<file path="config.mk">
export PLATFORM = sky130hd
export DESIGN_NAME = smc_top
export DESIGN_NICKNAME = d
export VERILOG_FILES = /design/src/logic/smc_sync.v /design/src/logic/smc_top.v
export VERILOG_INCLUDE_DIRS = /design/src /design/src/logic
export SDC_FILE = /design/constraint.sdc
export NUM_CORES = 1
export LEC_CHECK = 0
export BUFFER_PORTS_ARGS = -buffer_cell sky130_fd_sc_hd__buf_2
export CORE_MARGIN = 2
export CORE_UTILIZATION = 48
export CTS_CLUSTER_SIZE = 20
export DETAILED_ROUTE_END_ITERATION = 10
export PLACE_DENSITY = 0.83
export REMOVE_ABC_BUFFERS = 1
export SYNTH_ARGS = -nofsm -noshare
export SYNTH_HDL_FRONTEND = slang
export SYNTH_HIERARCHICAL = 1
export SYNTH_SLANG_ARGS = --single-unit
</file>
<file path="constraint.sdc">
create_clock -name core_clk -period 2.5 [get_ports core_clk]
set_input_delay 0 -clock core_clk [delete_from_list [all_inputs] [get_ports core_clk]]
set_output_delay 0 -clock core_clk [all_outputs]
set_load 0.05 [all_outputs]
</file>
<file path="src/logic/smc_map.vh">
// Register map, field positions and reset values of the modulator control block.
// Assumes inclusion by bare name from the design files under logic/.
`ifndef SMC_MAP_VH
`define SMC_MAP_VH

// Register offsets on the plain register port
`define SMC_ADDR_W 4
`define SMC_OFS_CONTROL 4'h0
`define SMC_OFS_SOURCE 4'h1

// Control register fields
`define SMC_CTL_ENABLE 7
`define SMC_CTL_POLARITY 4
`define SMC_CTL_STATUS 3
`define SMC_CTL_SWBIT 0

// Source select register fields
`define SMC_SRC_MODSEL 0
`define SMC_SRC_HISEL 4
`define SMC_SRC_LOSEL 6

// Reset values
`define SMC_CONTROL_RST 8'h00
`define SMC_SOURCE_RST 8'h00

// Writable masks, everything else reads zero except control status bit 3
`define SMC_CONTROL_WMASK 8'h91
`define SMC_SOURCE_WMASK 8'h51

`endif

</file>
<file path="src/logic/smc_sync.v">
// Two-stage synchroniser for a group of asynchronous pin inputs.
// Assumes each bit is an independent level; no bus coherence is promised.
`timescale 1ns/1ns
`default_nettype none

module smc_sync #(
   parameter W = 3
) (
   // Clock and reset
   input wire core_clk,
   input wire rst,
   // Asynchronous levels in, synchronised levels out
   input wire [W-1:0] async_in,
   output wire [W-1:0] sync_out
);

   reg [W-1:0] meta_ff;
   reg [W-1:0] sync_ff;

   // First stage feeds only the second stage
   always @(posedge core_clk) begin
      if (rst) begin
         meta_ff <= {W{1'b0}};
         sync_ff <= {W{1'b0}};
      end else begin
         meta_ff <= async_in;
         sync_ff <= meta_ff;
      end
   end

   assign sync_out = sync_ff;

endmodule

`default_nettype wire

</file>
<file path="src/logic/smc_top.v">
// Control and status logic of the data signal modulator, with its mixing stage.
// Assumes a single 100 MHz core_clk, synchronous reset, and a register master
// that never issues read and write strobes in the same cycle.
// Carrier and source pins have no timing relation to core_clk; they are
// resynchronised, so a pin change reaches the output three clocks later.
`timescale 1ns/1ns
`default_nettype none
`include "smc_map.vh"

// Summary of operation
// - Enable set: mix selected inputs onto output
// - Enable clear: no modulated output
// - Control bits 6-5, 2-1 read zero
// - Polarity set: inverted output, idles high
// - Polarity clear: true output, idles low
// - Status bit 3 reads sampled output level
// - Software bit 0 usable as modulation source
// - Sampled status lags the output by one clock
module smc_top (
   // Clock and reset
   input wire core_clk,
   input wire rst,
   // Register port
   input wire [`SMC_ADDR_W-1:0] reg_addr,
   input wire [7:0] reg_wdata,
   input wire reg_wr,
   input wire reg_rd,
   output reg [7:0] reg_rdata,
   // Modulation inputs from pins
   input wire ext_source,
   input wire carrier_a,
   input wire carrier_b,
   // Modulated output pin
   output reg mod_out
);

   // Register storage
   reg [7:0] control_ff;
   reg [7:0] source_ff;
   // Next-state values
   reg [7:0] nxt_control;
   reg [7:0] nxt_source;
   reg [7:0] nxt_rdata;
   // Output path
   reg raw_mix;
   reg nxt_mod_out;
   reg status_ff;
   // Synchronised pins
   wire [2:0] pins_sync;
   wire ext_source_s;
   wire carrier_a_s;
   wire carrier_b_s;
   // Decoded fields
   wire enable;
   wire polarity;
   wire sw_bit;
   wire use_ext;
   wire hi_sel;
   wire lo_sel;
   wire mod_src;
   wire carrier_hi;
   wire carrier_lo;

   // Masks write data so only implemented fields can store
   // Keeping old bits outside the mask makes unused writes harmless
   function [7:0] smc_masked;
      input [7:0] old_val;
      input [7:0] new_val;
      input [7:0] mask;
      begin
         smc_masked = (new_val & mask) | (old_val & ~mask);
      end
   endfunction

   // Selects one of the two carrier pins
   function smc_pick;
      input sel;
      input a;
      input b;
      begin
         smc_pick = sel ? b : a;
      end
   endfunction

   // Pins are asynchronous to core_clk, so they pass two flops first
   smc_sync #(
      .W(3)
   ) u_sync (
      .core_clk(core_clk),
      .rst(rst),
      .async_in({carrier_b, carrier_a, ext_source}),
      .sync_out(pins_sync)
   );

   // Bit order follows the concatenation at the synchroniser input
   assign ext_source_s = pins_sync[0];
   assign carrier_a_s = pins_sync[1];
   assign carrier_b_s = pins_sync[2];

   // Field decode
   assign enable = control_ff[`SMC_CTL_ENABLE];
   assign polarity = control_ff[`SMC_CTL_POLARITY];
   assign sw_bit = control_ff[`SMC_CTL_SWBIT];
   assign use_ext = source_ff[`SMC_SRC_MODSEL];
   assign hi_sel = source_ff[`SMC_SRC_HISEL];
   assign lo_sel = source_ff[`SMC_SRC_LOSEL];

   // Software bit or the external pin drives the modulation data
   assign mod_src = use_ext ? ext_source_s : sw_bit;
   assign carrier_hi = smc_pick(hi_sel, carrier_a_s, carrier_b_s);
   assign carrier_lo = smc_pick(lo_sel, carrier_a_s, carrier_b_s);

   // Register write path; only masked fields take new data
   always @* begin
      nxt_control = control_ff;
      nxt_source = source_ff;
      if (reg_wr) begin
         case (reg_addr)
            `SMC_OFS_CONTROL: begin
               // Status and unused bits are outside the mask
               nxt_control = smc_masked(control_ff, reg_wdata, `SMC_CONTROL_WMASK);
            end
            `SMC_OFS_SOURCE: begin
               // Only the select fields are implemented here
               nxt_source = smc_masked(source_ff, reg_wdata, `SMC_SOURCE_WMASK);
            end
            default: begin
               // Unmapped offsets are ignored
               nxt_control = control_ff;
            end
         endcase
      end
   end

   // Mixing stage: data high picks the high carrier, low the low one
   always @* begin
      if (enable) begin
         raw_mix = mod_src ? carrier_hi : carrier_lo;
      end else begin
         // Disabled module contributes nothing
         raw_mix = 1'b0;
      end
      // Inversion makes the idle level high, else the idle level is low
      if (polarity) begin
         nxt_mod_out = ~raw_mix;
      end else begin
         nxt_mod_out = raw_mix;
      end
   end

   // Read data are valid only in the cycle after the strobe
   always @* begin
      nxt_rdata = 8'h00;
      if (reg_rd) begin
         case (reg_addr)
            `SMC_OFS_CONTROL: begin
               // Unused positions are forced to zero by the mask
               nxt_rdata = control_ff & `SMC_CONTROL_WMASK;
               nxt_rdata[`SMC_CTL_STATUS] = status_ff;
            end
            `SMC_OFS_SOURCE: begin
               // Source register reads back only its implemented selects
               nxt_rdata = source_ff & `SMC_SOURCE_WMASK;
            end
            default: begin
               // Unmapped offsets read zero
               nxt_rdata = 8'h00;
            end
         endcase
      end
   end

   // Control register; reset leaves the modulator disabled, true polarity
   always @(posedge core_clk) begin
      if (rst) begin
         control_ff <= `SMC_CONTROL_RST;
      end else begin
         control_ff <= nxt_control;
      end
   end

   // Source select register, kept apart so each register stands alone
   always @(posedge core_clk) begin
      if (rst) begin
         source_ff <= `SMC_SOURCE_RST;
      end else begin
         source_ff <= nxt_source;
      end
   end

   // Read data register; falls back to zero when no read strobe was seen
   always @(posedge core_clk) begin
      if (rst) begin
         reg_rdata <= 8'h00;
      end else begin
         reg_rdata <= nxt_rdata;
      end
   end

   // Output pin flop, so the pin never shows a decode glitch
   always @(posedge core_clk) begin
      if (rst) begin
         mod_out <= 1'b0;
      end else begin
         mod_out <= nxt_mod_out;
      end
   end

   // Status sample of the pin level for software
   always @(posedge core_clk) begin
      if (rst) begin
         status_ff <= 1'b0;
      end else begin
         // Sampled once per clock from the output flop, so it trails mod_out by one cycle
         status_ff <= mod_out;
      end
   end

endmodule

`default_nettype wire

</file>
; ---- Word-level counts from Yosys, hierarchy flattened
; Cells that the tools add are included.
[totals]
register_bits = 32
input_bits = 19
out_inout_bits = 9
wordCells = 23
[classes]
eq_ne = 1
mux = 7
bitwise = 4
n_reduce_logical = 4
[ops]
columns = op, n
row1 = $pmux W8 S2, 1
row2 = $or A7 B8 Y8, 1
row3 = $or A8 B7 Y8, 1
row4 = $mux W1, 6
row5 = $eq A4 B1 Y1 const B, 1
row6 = $logic_not A4 Y1, 1
row7 = $reduce_and A2 Y1, 2
row8 = $not A1 Y1, 2
row9 = $reduce_or A2 Y1, 1

; ---- Longest topological paths before layout
; Gate-level depths: netlist of run 1.
[depth]
word_depth = 5
depth_mapped = 4
mapped_depth_nobuf = 4

; ---- Modules after synthesis
; Netlist of run 1, hierarchy kept.
[modules_own_cells]
columns = mod, n_inst, cells_each, area_each_um2
row1 = smc_top, 1, 53, 531.8
row2 = smc_sync, 1, 12, 157.7

; ---- Least setup slack after synthesis of run 1
; Ideal clock, no wire load.
[synth_timing]
kind = register to register
start = reg source_ff[0]
end = reg mod_out
setup_time_ns = 0.116
t_arrival_ns = 1.054
t_required_ns = 2.384
path_slack_ns = 1.330
stages_incl_launch_ff = 5
cell_sequence = dfxtp_1 mux2i_1 mux2i_1 a21oi_1 a31o_2
[synth_via]
elab_chain_len = 5
[synth_lines]
columns = item, line_no
row1 = start: declaration, smc_top.v:39  ; reg [7:0] source_ff;
row2 = start signal: assignment, smc_top.v:185  ; source_ff <= `SMC_SOURCE_RST;
row3 = start signal: assignment, smc_top.v:187  ; source_ff <= nxt_source;
row4 = $mux W1 (*), smc_top.v:109  ; assign mod_src = use_ext ? ext_source_s : sw_bit;
row5 = $mux W1 (*), smc_top.v:138  ; raw_mix = mod_src ? carrier_hi : carrier_lo;
row6 = $mux W1 (*), smc_top.v:137  ; if (enable) begin
row7 = $not A1 Y1, smc_top.v:145  ; nxt_mod_out = ~raw_mix;
row8 = $mux W1 (*), smc_top.v:144  ; if (polarity) begin
row9 = end signal: assignment, smc_top.v:205  ; mod_out <= nxt_mod_out;
row10 = end: declaration, smc_top.v:34  ; output reg mod_out
; Every way passes the cells marked *; elsewhere a longest branch is shown, timed or not.
; A chain may end at the register's enable or synchronous reset.

; ---- Worst setup path after layout of run 1
; Same ends and word-level chain as after synthesis.

==> results of run 1 <==
[cell families (layout without fill, tap and decap cells)]
kind of cell	after synthesis	in the layout	share of synthesized area
flip-flops	19	19	0.5517
AND/OR/NAND/NOR	26	26	0.2032
other	1	3	0.005439
AO/OA/AOI/OAI	2	2	0.01996
multiplexers	12	12	0.1742
buffers and inverters	5	32	0.04536
[registers in the layout (all words and copies together) (netlist names)]
name,flops
control_ff,3
mod_out,1
reg_rdata,5
source_ff,3
status_ff,1
u_sync/meta_ff,3
u_sync/sync_out,3
[critical path: stages, from the launching register on]
cell and delay [ns]:
dfxtp_1 0.38, mux2i_1 0.24, mux2i_1 0.25, a21oi_1 0.09, a31o_2 0.21
[final cells by class]
| type | count | area, um2 |
|---|---|---|
| Tap cell | 15 | 18.77 |
| Timing Repair Buffer | 28 | 180.2 |
| Sequential cell | 19 | 380.4 |
| Clock buffer | 4 | 26.28 |
| Multi-Input combinational cell | 43 | 285.3 |
| Fill cell | 113 | 426.7 |
[where the power goes]
| group | internal [W] | switching [W] | leakage (nW) |
|---|---|---|---|
| logic | 0.0000237 | 0.0000252 | 0.235 |
| clock network | 0.0000619 | 0.0000820 | 0.0150 |
| registers | 0.000308 | 0.00000243 | 0.154 |
| total | 0.000394 | 0.000110 | 0.405 |
[metrics by stage]
step,setup WS [ns],instances,util,hold WS [ns]
CTS,1.217,109,0.6762,0.05242
global placement,1.243,97,0.5954,0.2071
finish,1.241,109,0.6762,0.05602
floorplan,1.330,62,-,0.07161
global route,1.135,109,0.6762,0.05526
detailed placement,1.230,97,0.5954,0.2165
[placed cells by master (no fill, tap or decap)]
cell / count
buf_2: 20
nor2b_1: 7
nor2_1: 12
nand4b_1: 1
a31o_2: 1
clkbuf_1: 1
nand2_1: 1
nand2b_1: 1
nor3b_1: 2
dlygate4sd3_1: 8
conb_1: 3
dfxtp_1: 19
mux2i_1: 12
clkbuf_4: 3
and4bb_2: 1
nand3_1: 1
a21oi_1: 1
[per-layer routing]
layer	vias up	wire, um	GRT usage
met3	2	73	0.02609
met4	0	11	0.09677
li1	265	-	-
met2	19	568	0.2375
met5	-	0	0
met1	227	472	0.1532
[timing repair]
| action | CTS | global route |
|---|---|---|
| buffers inserted | 0 | 0 |
| hold buffers | 8 | 0 |
| endpoints found under the hold margin | 11 | 0 |
| endpoints found under the setup margin | 0 | 0 |
[worst max-delay path by stage]
stage	start	depth (start not counted)	to	slack, ns
after floorplan	source_ff[0]	4	mod_out	1.33
after global placement	source_ff[0]	4	mod_out	1.24
after detailed placement	source_ff[0]	4	mod_out	1.23
after CTS	source_ff[0]	4	mod_out	1.22
after global routing	source_ff[0]	4	mod_out	1.14
final	source_ff[0]	4	mod_out	1.24
==> results.cfg, run 1 <==
[flow_run]
cap_violations = 0

[critical_path]
worstSetupStartpointType = flip-flop
critical_path.endpoint_type = flip-flop
required_ns = 2.69
reg2reg_to = mod_out
criticalPathCategory = flip-flop to flip-flop
r2r_cells = 4
r2r_start = source_ff[0]
regToRegSetupSlack_ns = 1.24
cp.arrival_ns = 1.45
critical_path.max_fanout = 3

[sta]
skew_ns = 0.001984
fin_tns_setup_ns = 0
fin_crit_sh = 0.5037
clock.fmax_ghz = 0.7940
fin_crit_ns = 1.259
setup_viol = 0
report.final.slew_viol_count = 0
rsz0062_at_grt = false
hold_viol_final = 0

[cells_and_area]
antenna_cells = 0
nNetsFinal = 114
drive_above_1_share = 0.2660
area_growth_pct = 29.22
final_area_um2 = 890.9

[cts]
cts.path.max_buffers = 2
cts_sinks = 19
cts_inserted_buffers = 3
cts_resized = 0
clock_latency_ns = 0.28
path_clk_slew_ns = 0.10
cts_tree = yes
h-tree-depth = 1
cts-root-buf = clkbuf_4

[floorplan]
start_util = 0.5233
coreArea_um2 = 1318
io_pins = 28
die-area_um2 = 1756
placementRows = 13
fp.dieH_um = 41.90
dieWidth_um = 41.90

[synth]
synth-edff-count = 0
synth_most_common_cell = dfxtp_1
yosys_warnings = 6
synthFlopType = dfxtp_1
synth_area_per_cell_um2 = 10.61
synth_seq_cells = 19
synth_top_cell_area_share = 0.5517
synth_top_cell_by_area = dfxtp_1
synth_commonest_cells = dfxtp_1, mux2i_1, nor2_1
synth_cells = 65
synth_area_leaders = dfxtp_1, mux2i_1, nor2_1, nor2b_1, buf_4
async_flop_share = 0
ys_types = 16
syn_area_um2 = 689.4
yosysSeqAreaShare = 0.5517

[run_status]
status = finished, final reports clean

[min_path]
whs_endpoint = source_ff[0]
hold_path.class = input pin to flip-flop
min_path_cells = 2
min_from = rst

[routing]
firstDrtPassIters = 2
wl_per_cell_um = 10.32
drt_iter0_markers = 1
antenna_left = 0
routed_wl_um = 1125
vias = 513
route.detailed.drc = 0
post_drt_via_cell_ratio = 4.706

[placement]
io_buffers = 20
post_dp_cell_area_um2 = 784.5
globalplace.congestion = 0.6917

[power_and_ir_drop]
total_power_w = 0.0005036
power_density_nw_per_um2 = 565.3
p_leak_nw = 0.4046
peakVddDrop_mv = 0.2710

[global_routing]
grt_overflow = 0
grt_max_degree = 17
grt_pass1_vias = 460
antenna_found_initial = 0
grt_pass1_wl_um = 1849
grt_usage = 0.1391
No activity file was read; power rests on OpenSTA's default activity.
==> inputs of run 2 (changes only) <==
--- a/config.mk
+++ b/config.mk
@@ -8,10 +8,10 @@
 export LEC_CHECK = 0
 export BUFFER_PORTS_ARGS = -buffer_cell sky130_fd_sc_hd__buf_2
 export CORE_MARGIN = 2
-export CORE_UTILIZATION = 48
+export CORE_UTILIZATION = 45
 export CTS_CLUSTER_SIZE = 20
 export DETAILED_ROUTE_END_ITERATION = 10
-export PLACE_DENSITY = 0.83
+export PLACE_DENSITY = 0.78
 export REMOVE_ABC_BUFFERS = 1
 export SYNTH_ARGS = -nofsm -noshare
 export SYNTH_HDL_FRONTEND = slang
==> constraint.sdc (replaced) <==
create_clock -name core_clk -period 1.3 [get_ports core_clk]
set_input_delay 0 -clock core_clk [delete_from_list [all_inputs] [get_ports core_clk]]
set_output_delay 0 -clock core_clk [all_outputs]
set_load 0.05 [all_outputs]
==> results.cfg, run 2 (synthesized netlist as in run 1, its figures left out) <==
[cts]
clock_latency_ns = 0.28
cts_sinks = 19
cts_inserted_buffers = 3
postCtsSetupBuffers = 0
cts-root-buf = clkbuf_4
cts.path.max_buffers = 2
path_clk_slew_ns = 0.10
cts_tree = yes
h-tree-depth = 1

[critical_path]
regToRegSetupSlack_ns = 0.06
critical_path.max_fanout = 3
startpoint = source_ff[0]
worstSetupStartpointType = flip-flop
r2r_cells = 4
cp.arrival_ns = 1.43
required_ns = 1.49
r2r_start = source_ff[0]
criticalPathCategory = flip-flop to flip-flop
critical_path.endpoint_type = flip-flop
reg2reg_to = mod_out

[min_path]
hold_path.class = input pin to flip-flop
whs_endpoint = control_ff[4]
min_from = rst
min_path_cells = 2

[routing]
route.detailed.drc = 0
firstDrtPassIters = 2
wl_per_cell_um = 10.41
vias = 501
drt_iter0_markers = 3
post_drt_via_cell_ratio = 4.555
antenna_left = 0
routed_wl_um = 1145

[cells_and_area]
regMostFlops = reg_rdata
area_growth_pct = 30.13
nNetsFinal = 114
multi_input_area_um2 = 289.0
final_area_um2 = 897.1
seq_area_um2 = 381.6
final_cell_mix = buf_2, dfxtp_1, nor2_1
drive_above_1_share = 0.2872
antenna_cells = 0
fillers = 136
largest_reg_flops = 5
layout_commonest_cell = buf_2

[floorplan]
die-area_um2 = 1861
placementRows = 14
coreArea_um2 = 1471
dieWidth_um = 43.14
io_pins = 28
fp.dieH_um = 43.14
start_util = 0.4685

[placement]
post_dp_cell_area_um2 = 785.8
io_buffers = 20
dp_hpwl_um = 815
globalplace.congestion = 0.6716

[global_routing]
grt_pass1_wl_um = 2049
grt_overflow = 0
grt_pass1_vias = 506
grt_usage = 0.1495
antenna_found_initial = 0
grt_max_degree = 17

[sta]
fin_crit_ns = 1.240
report.final.slew_viol_count = 0
setup_viol = 0
fin_tns_setup_ns = 0
whs_ns = 0.05200
hold_viol_final = 0
skew_ns = 0.007287
clock.fmax_ghz = 0.8065
rsz0062_at_grt = false
fin_crit_sh = 0.9538

[power_and_ir_drop]
power_density_nw_per_um2 = 1084
p_leak_nw = 0.4059
peakVddDrop_mv = 0.7128

[run_status]
status = finished, final reports clean

[flow_run]
cap_violations = 0
[run 2: final cells by class]
type                    instances  area share
clock buffers                   4     0.02929
repair buffers                 28      0.2008
multi-input cells              43      0.3222
well taps                      16     0.02232
flip-flops and latches         19      0.4254
[run 2: report_power, final]
part,switching [W],leakage [nW],internal (W)
Sequential,0.00000486,0.155,0.000593
Combinational,0.0000484,0.236,0.0000459
Clock,0.000161,0.0150,0.000119
Total,0.000215,0.406,0.000758
[run 2: timing repair]
| action | CTS | global route |
|---|---|---|
| resized for setup | 0 | 2 |
| hold buffers | 8 | 0 |
| setup endpoints to repair | 0 | 1 |
| hold endpoints to repair | 12 | 0 |
[run 2: layer usage]
metal,global-route usage,vias up,share of wire
li1,-,266,-
met1,0.1557,217,0.46
met2,0.2716,16,0.46
met3,0.03830,2,0.059
met4,0.07273,0,0.013
met5,0,-,0
[run 2: worst max path at each step]
stage               endpoint  slack [ns]  depth (start not counted)
floorplan            mod_out        0.13                          4
detailed placement   mod_out        0.04                          4
finish               mod_out        0.06                          4
global placement     mod_out        0.08                          4
global route         mod_out       0.004                          4
CTS                  mod_out        0.03                          4
[run 2: through the flow]
step             util  cells  worst slack, ns  power [W]
2_1_floorplan       -     62           0.1296  0.0006524
3_3_place_gp   0.5340     98          0.07854  0.0006851
3_5_place_dp   0.5340     98          0.04033  0.0006871
4_1_cts        0.6063    110          0.02671  0.0009877
5_1_grt        0.6097    110         0.004188   0.001028
6_report       0.6097    110          0.06008  0.0009727
[run 2: critical path, cell delays in order, from the launching register on]
cell and delay (ns):
dfxtp_2 0.37, mux2i_2 0.22, mux2i_1 0.26, a21oi_1 0.09, a31o_2 0.21
==> inputs of run 3 (changes only) <==
--- a/config.mk
+++ b/config.mk
@@ -6,12 +6,13 @@
 export SDC_FILE = /design/constraint.sdc
 export NUM_CORES = 1
 export LEC_CHECK = 0
+export ABC_AREA = 1
 export BUFFER_PORTS_ARGS = -buffer_cell sky130_fd_sc_hd__buf_2
 export CORE_MARGIN = 2
-export CORE_UTILIZATION = 45
+export CORE_UTILIZATION = 46
 export CTS_CLUSTER_SIZE = 20
 export DETAILED_ROUTE_END_ITERATION = 10
-export PLACE_DENSITY = 0.78
+export PLACE_DENSITY = 0.79
 export REMOVE_ABC_BUFFERS = 1
 export SYNTH_ARGS = -nofsm -noshare
 export SYNTH_HDL_FRONTEND = slang
==> results.cfg, run 3 <==
[floorplan]
io_pins = 28
placementRows = 14
fp.dieH_um = 44.06
dieWidth_um = 44.06
start_util = 0.4900
coreArea_um2 = 1506
die-area_um2 = 1941

[synth]
synth_area_per_cell_um2 = 7.098
synth-edff-count = 0
ys_types = 13
synth_top_cell_area_share = 0.5153
synth_commonest_cells = nand2_1, nor2_1, dfxtp_1
synth_seq_cells = 19
yosysSeqAreaShare = 0.5153
synth_area_leaders = dfxtp_1, nand2_1, nor2_1, inv_1, o21ai_0
synthFlopType = dfxtp_1
syn_area_um2 = 738.2
async_flop_share = 0
synth_cells = 104
synth_top_cell_by_area = dfxtp_1
yosys_warnings = 6
synth_most_common_cell = nand2_1

[min_path]
hold_path.class = input pin to flip-flop

[routing]
route.detailed.drc = 0
vias = 706
antenna_left = 0
post_drt_via_cell_ratio = 4.468
routed_wl_um = 1425
wl_per_cell_um = 9.019
drt_iter0_markers = 9
firstDrtPassIters = 4

[cts]
path_clk_slew_ns = 0.11
clock_latency_ns = 0.30
cts_sinks = 19
h-tree-depth = 1
cts_inserted_buffers = 3
postCtsSetupBuffers = 0
cts-root-buf = clkbuf_4
cts.path.max_buffers = 2
cts_tree = yes

[critical_path]
cp_common_cell = dlygate4sd3_1
path_cells = dlygate4sd3_1, buf_2, nor2_1, dlygate4sd3_1
cp.arrival_ns = 1.31
required_ns = 1.49
crit_buf_inv = 3
worstSetupStartpointType = input pin
crit_family = buffers and inverters
critical_path.endpoint_type = flip-flop
cp_slowest_cell = dlygate4sd3_1
critical_path.max_fanout = 8
criticalPathCategory = input pin to flip-flop
cp_slowest_stage_delay_ns = 0.55

[sta]
fin_ws_ns = 0.1745
clock.fmax_ghz = 0.8885
skew_ns = 0.009347
fin_crit_sh = 0.8658
report.final.slew_viol_count = 0
fin_tns_setup_ns = 0
whs_ns = 0.03201
hold_viol_final = 0
setup_viol = 0
rsz0062_at_grt = false
fin_crit_ns = 1.126

[cells_and_area]
area_growth_pct = 38.31
drive_above_1_share = 0.2042
fillers = 135
regMostFlops = reg_rdata
antenna_cells = 0
layout_commonest_cell = nand2_1
nNetsFinal = 162
largest_reg_flops = 5
final_cell_mix = nand2_1, nor2_1, buf_2
multi_input_area_um2 = 271.5
seq_area_um2 = 380.4

[global_routing]
grtUsageMet3 = 0.04898
grt_overflow = 0
grt_max_degree = 12
antenna_found_initial = 0
grt_pass1_wl_um = 2408
grt_usage = 0.1759
grt.busiest_layer = met2
met1_usage = 0.1580
grt_pass1_vias = 624
use_met2 = 0.3382

[placement]
io_buffers = 20
pre_cts_slack_ns = 0.3309
dp_hpwl_um = 990.4
globalplace.congestion = 0.8544

[power_and_ir_drop]
peakVddDrop_mv = 0.7919
power_density_nw_per_um2 = 994.3
p_leak_nw = 0.5217
total_power_w = 0.001015

[flow_run]
cap_violations = 0

[run_status]
status = finished, final reports clean
run 3: cell count changes in the layout (fill, tap and decap cells not counted), sizes merged, moves of 2 or more:
cell,before,now
nand2,1,24
inv,0,19
nor2,12,26
mux2i,12,0
dlygate4sd3,8,15
nor2b,7,0
o21ai,0,6
a21oi,1,3
nor3b,2,0
run 3: repair_timing:
action / CTS / global route
endpoints found under the hold margin: 14 / 0
hold buffers: 15 / 0
gates resized for setup: 0 / 0
run 3: path summary, 6_finish.rpt:
| check | from | to | slack (ns) | depth (start not counted) |
|---|---|---|---|---|
| worst max register to register | source_ff[0] | mod_out | 0.32 | 7 |
| worst min-delay path | reg_rd | reg_rdata[4] | 0.03 | 3 |
| worst min register to register | u_sync/meta_ff[1] | u_sync/sync_out[1] | 0.41 | 2 |
| worst max-delay path | rst | u_sync/meta_ff[2] | 0.17 | 4 |
run 3: where the power goes:
| part | leakage (nW) | total (W) | internal, W | switching, W |
|---|---|---|---|---|
| logic | 0.349 | 0.000120 | 0.0000573 | 0.0000623 |
| clock network | 0.0177 | 0.000293 | 0.000115 | 0.000178 |
| registers | 0.155 | 0.000603 | 0.000595 | 0.00000748 |
run 3: cell type report:
cell class	count	area share
clock buffer	3	0.02206
timing repair buffer	35	0.2451
sequential	19	0.3725
tap	16	0.01961
clock inverter	1	0.004902
inverter	19	0.06985
multi-input combinational	65	0.2659
run 3: stage by stage:
stage / util / area, um2 / instances
final: 0.6777 / 1021 / 158
after global routing: 0.6777 / 1021 / 158
after CTS: 0.6777 / 1021 / 158
after detailed placement: 0.5598 / 843.3 / 139
after global placement: 0.5598 / 843.3 / 139
after floorplan: - / 723.2 / 103
run 3: per-layer routing:
metal	part of all wire	routed length [um]	vias up
met5	0	0	-
met4	0.024	34	0
met3	0.059	84	4
met2	0.50	715	22
met1	0.41	590	305
li1	-	-	375
run 3: logic make-up (layout without fill, tap and decap cells):
family,after synthesis,in the layout,synth area share
compound gates,9,9,0.06101
buf+inv,22,58,0.1271
flops,19,19,0.5152
other cells,1,3,0.005080
simple gates,53,53,0.2915
run 3: worst min-delay path, stage by stage:
cell and delay [ns]:
buf_2 0.10, nand2_1 0.14, a21oi_1 0.05
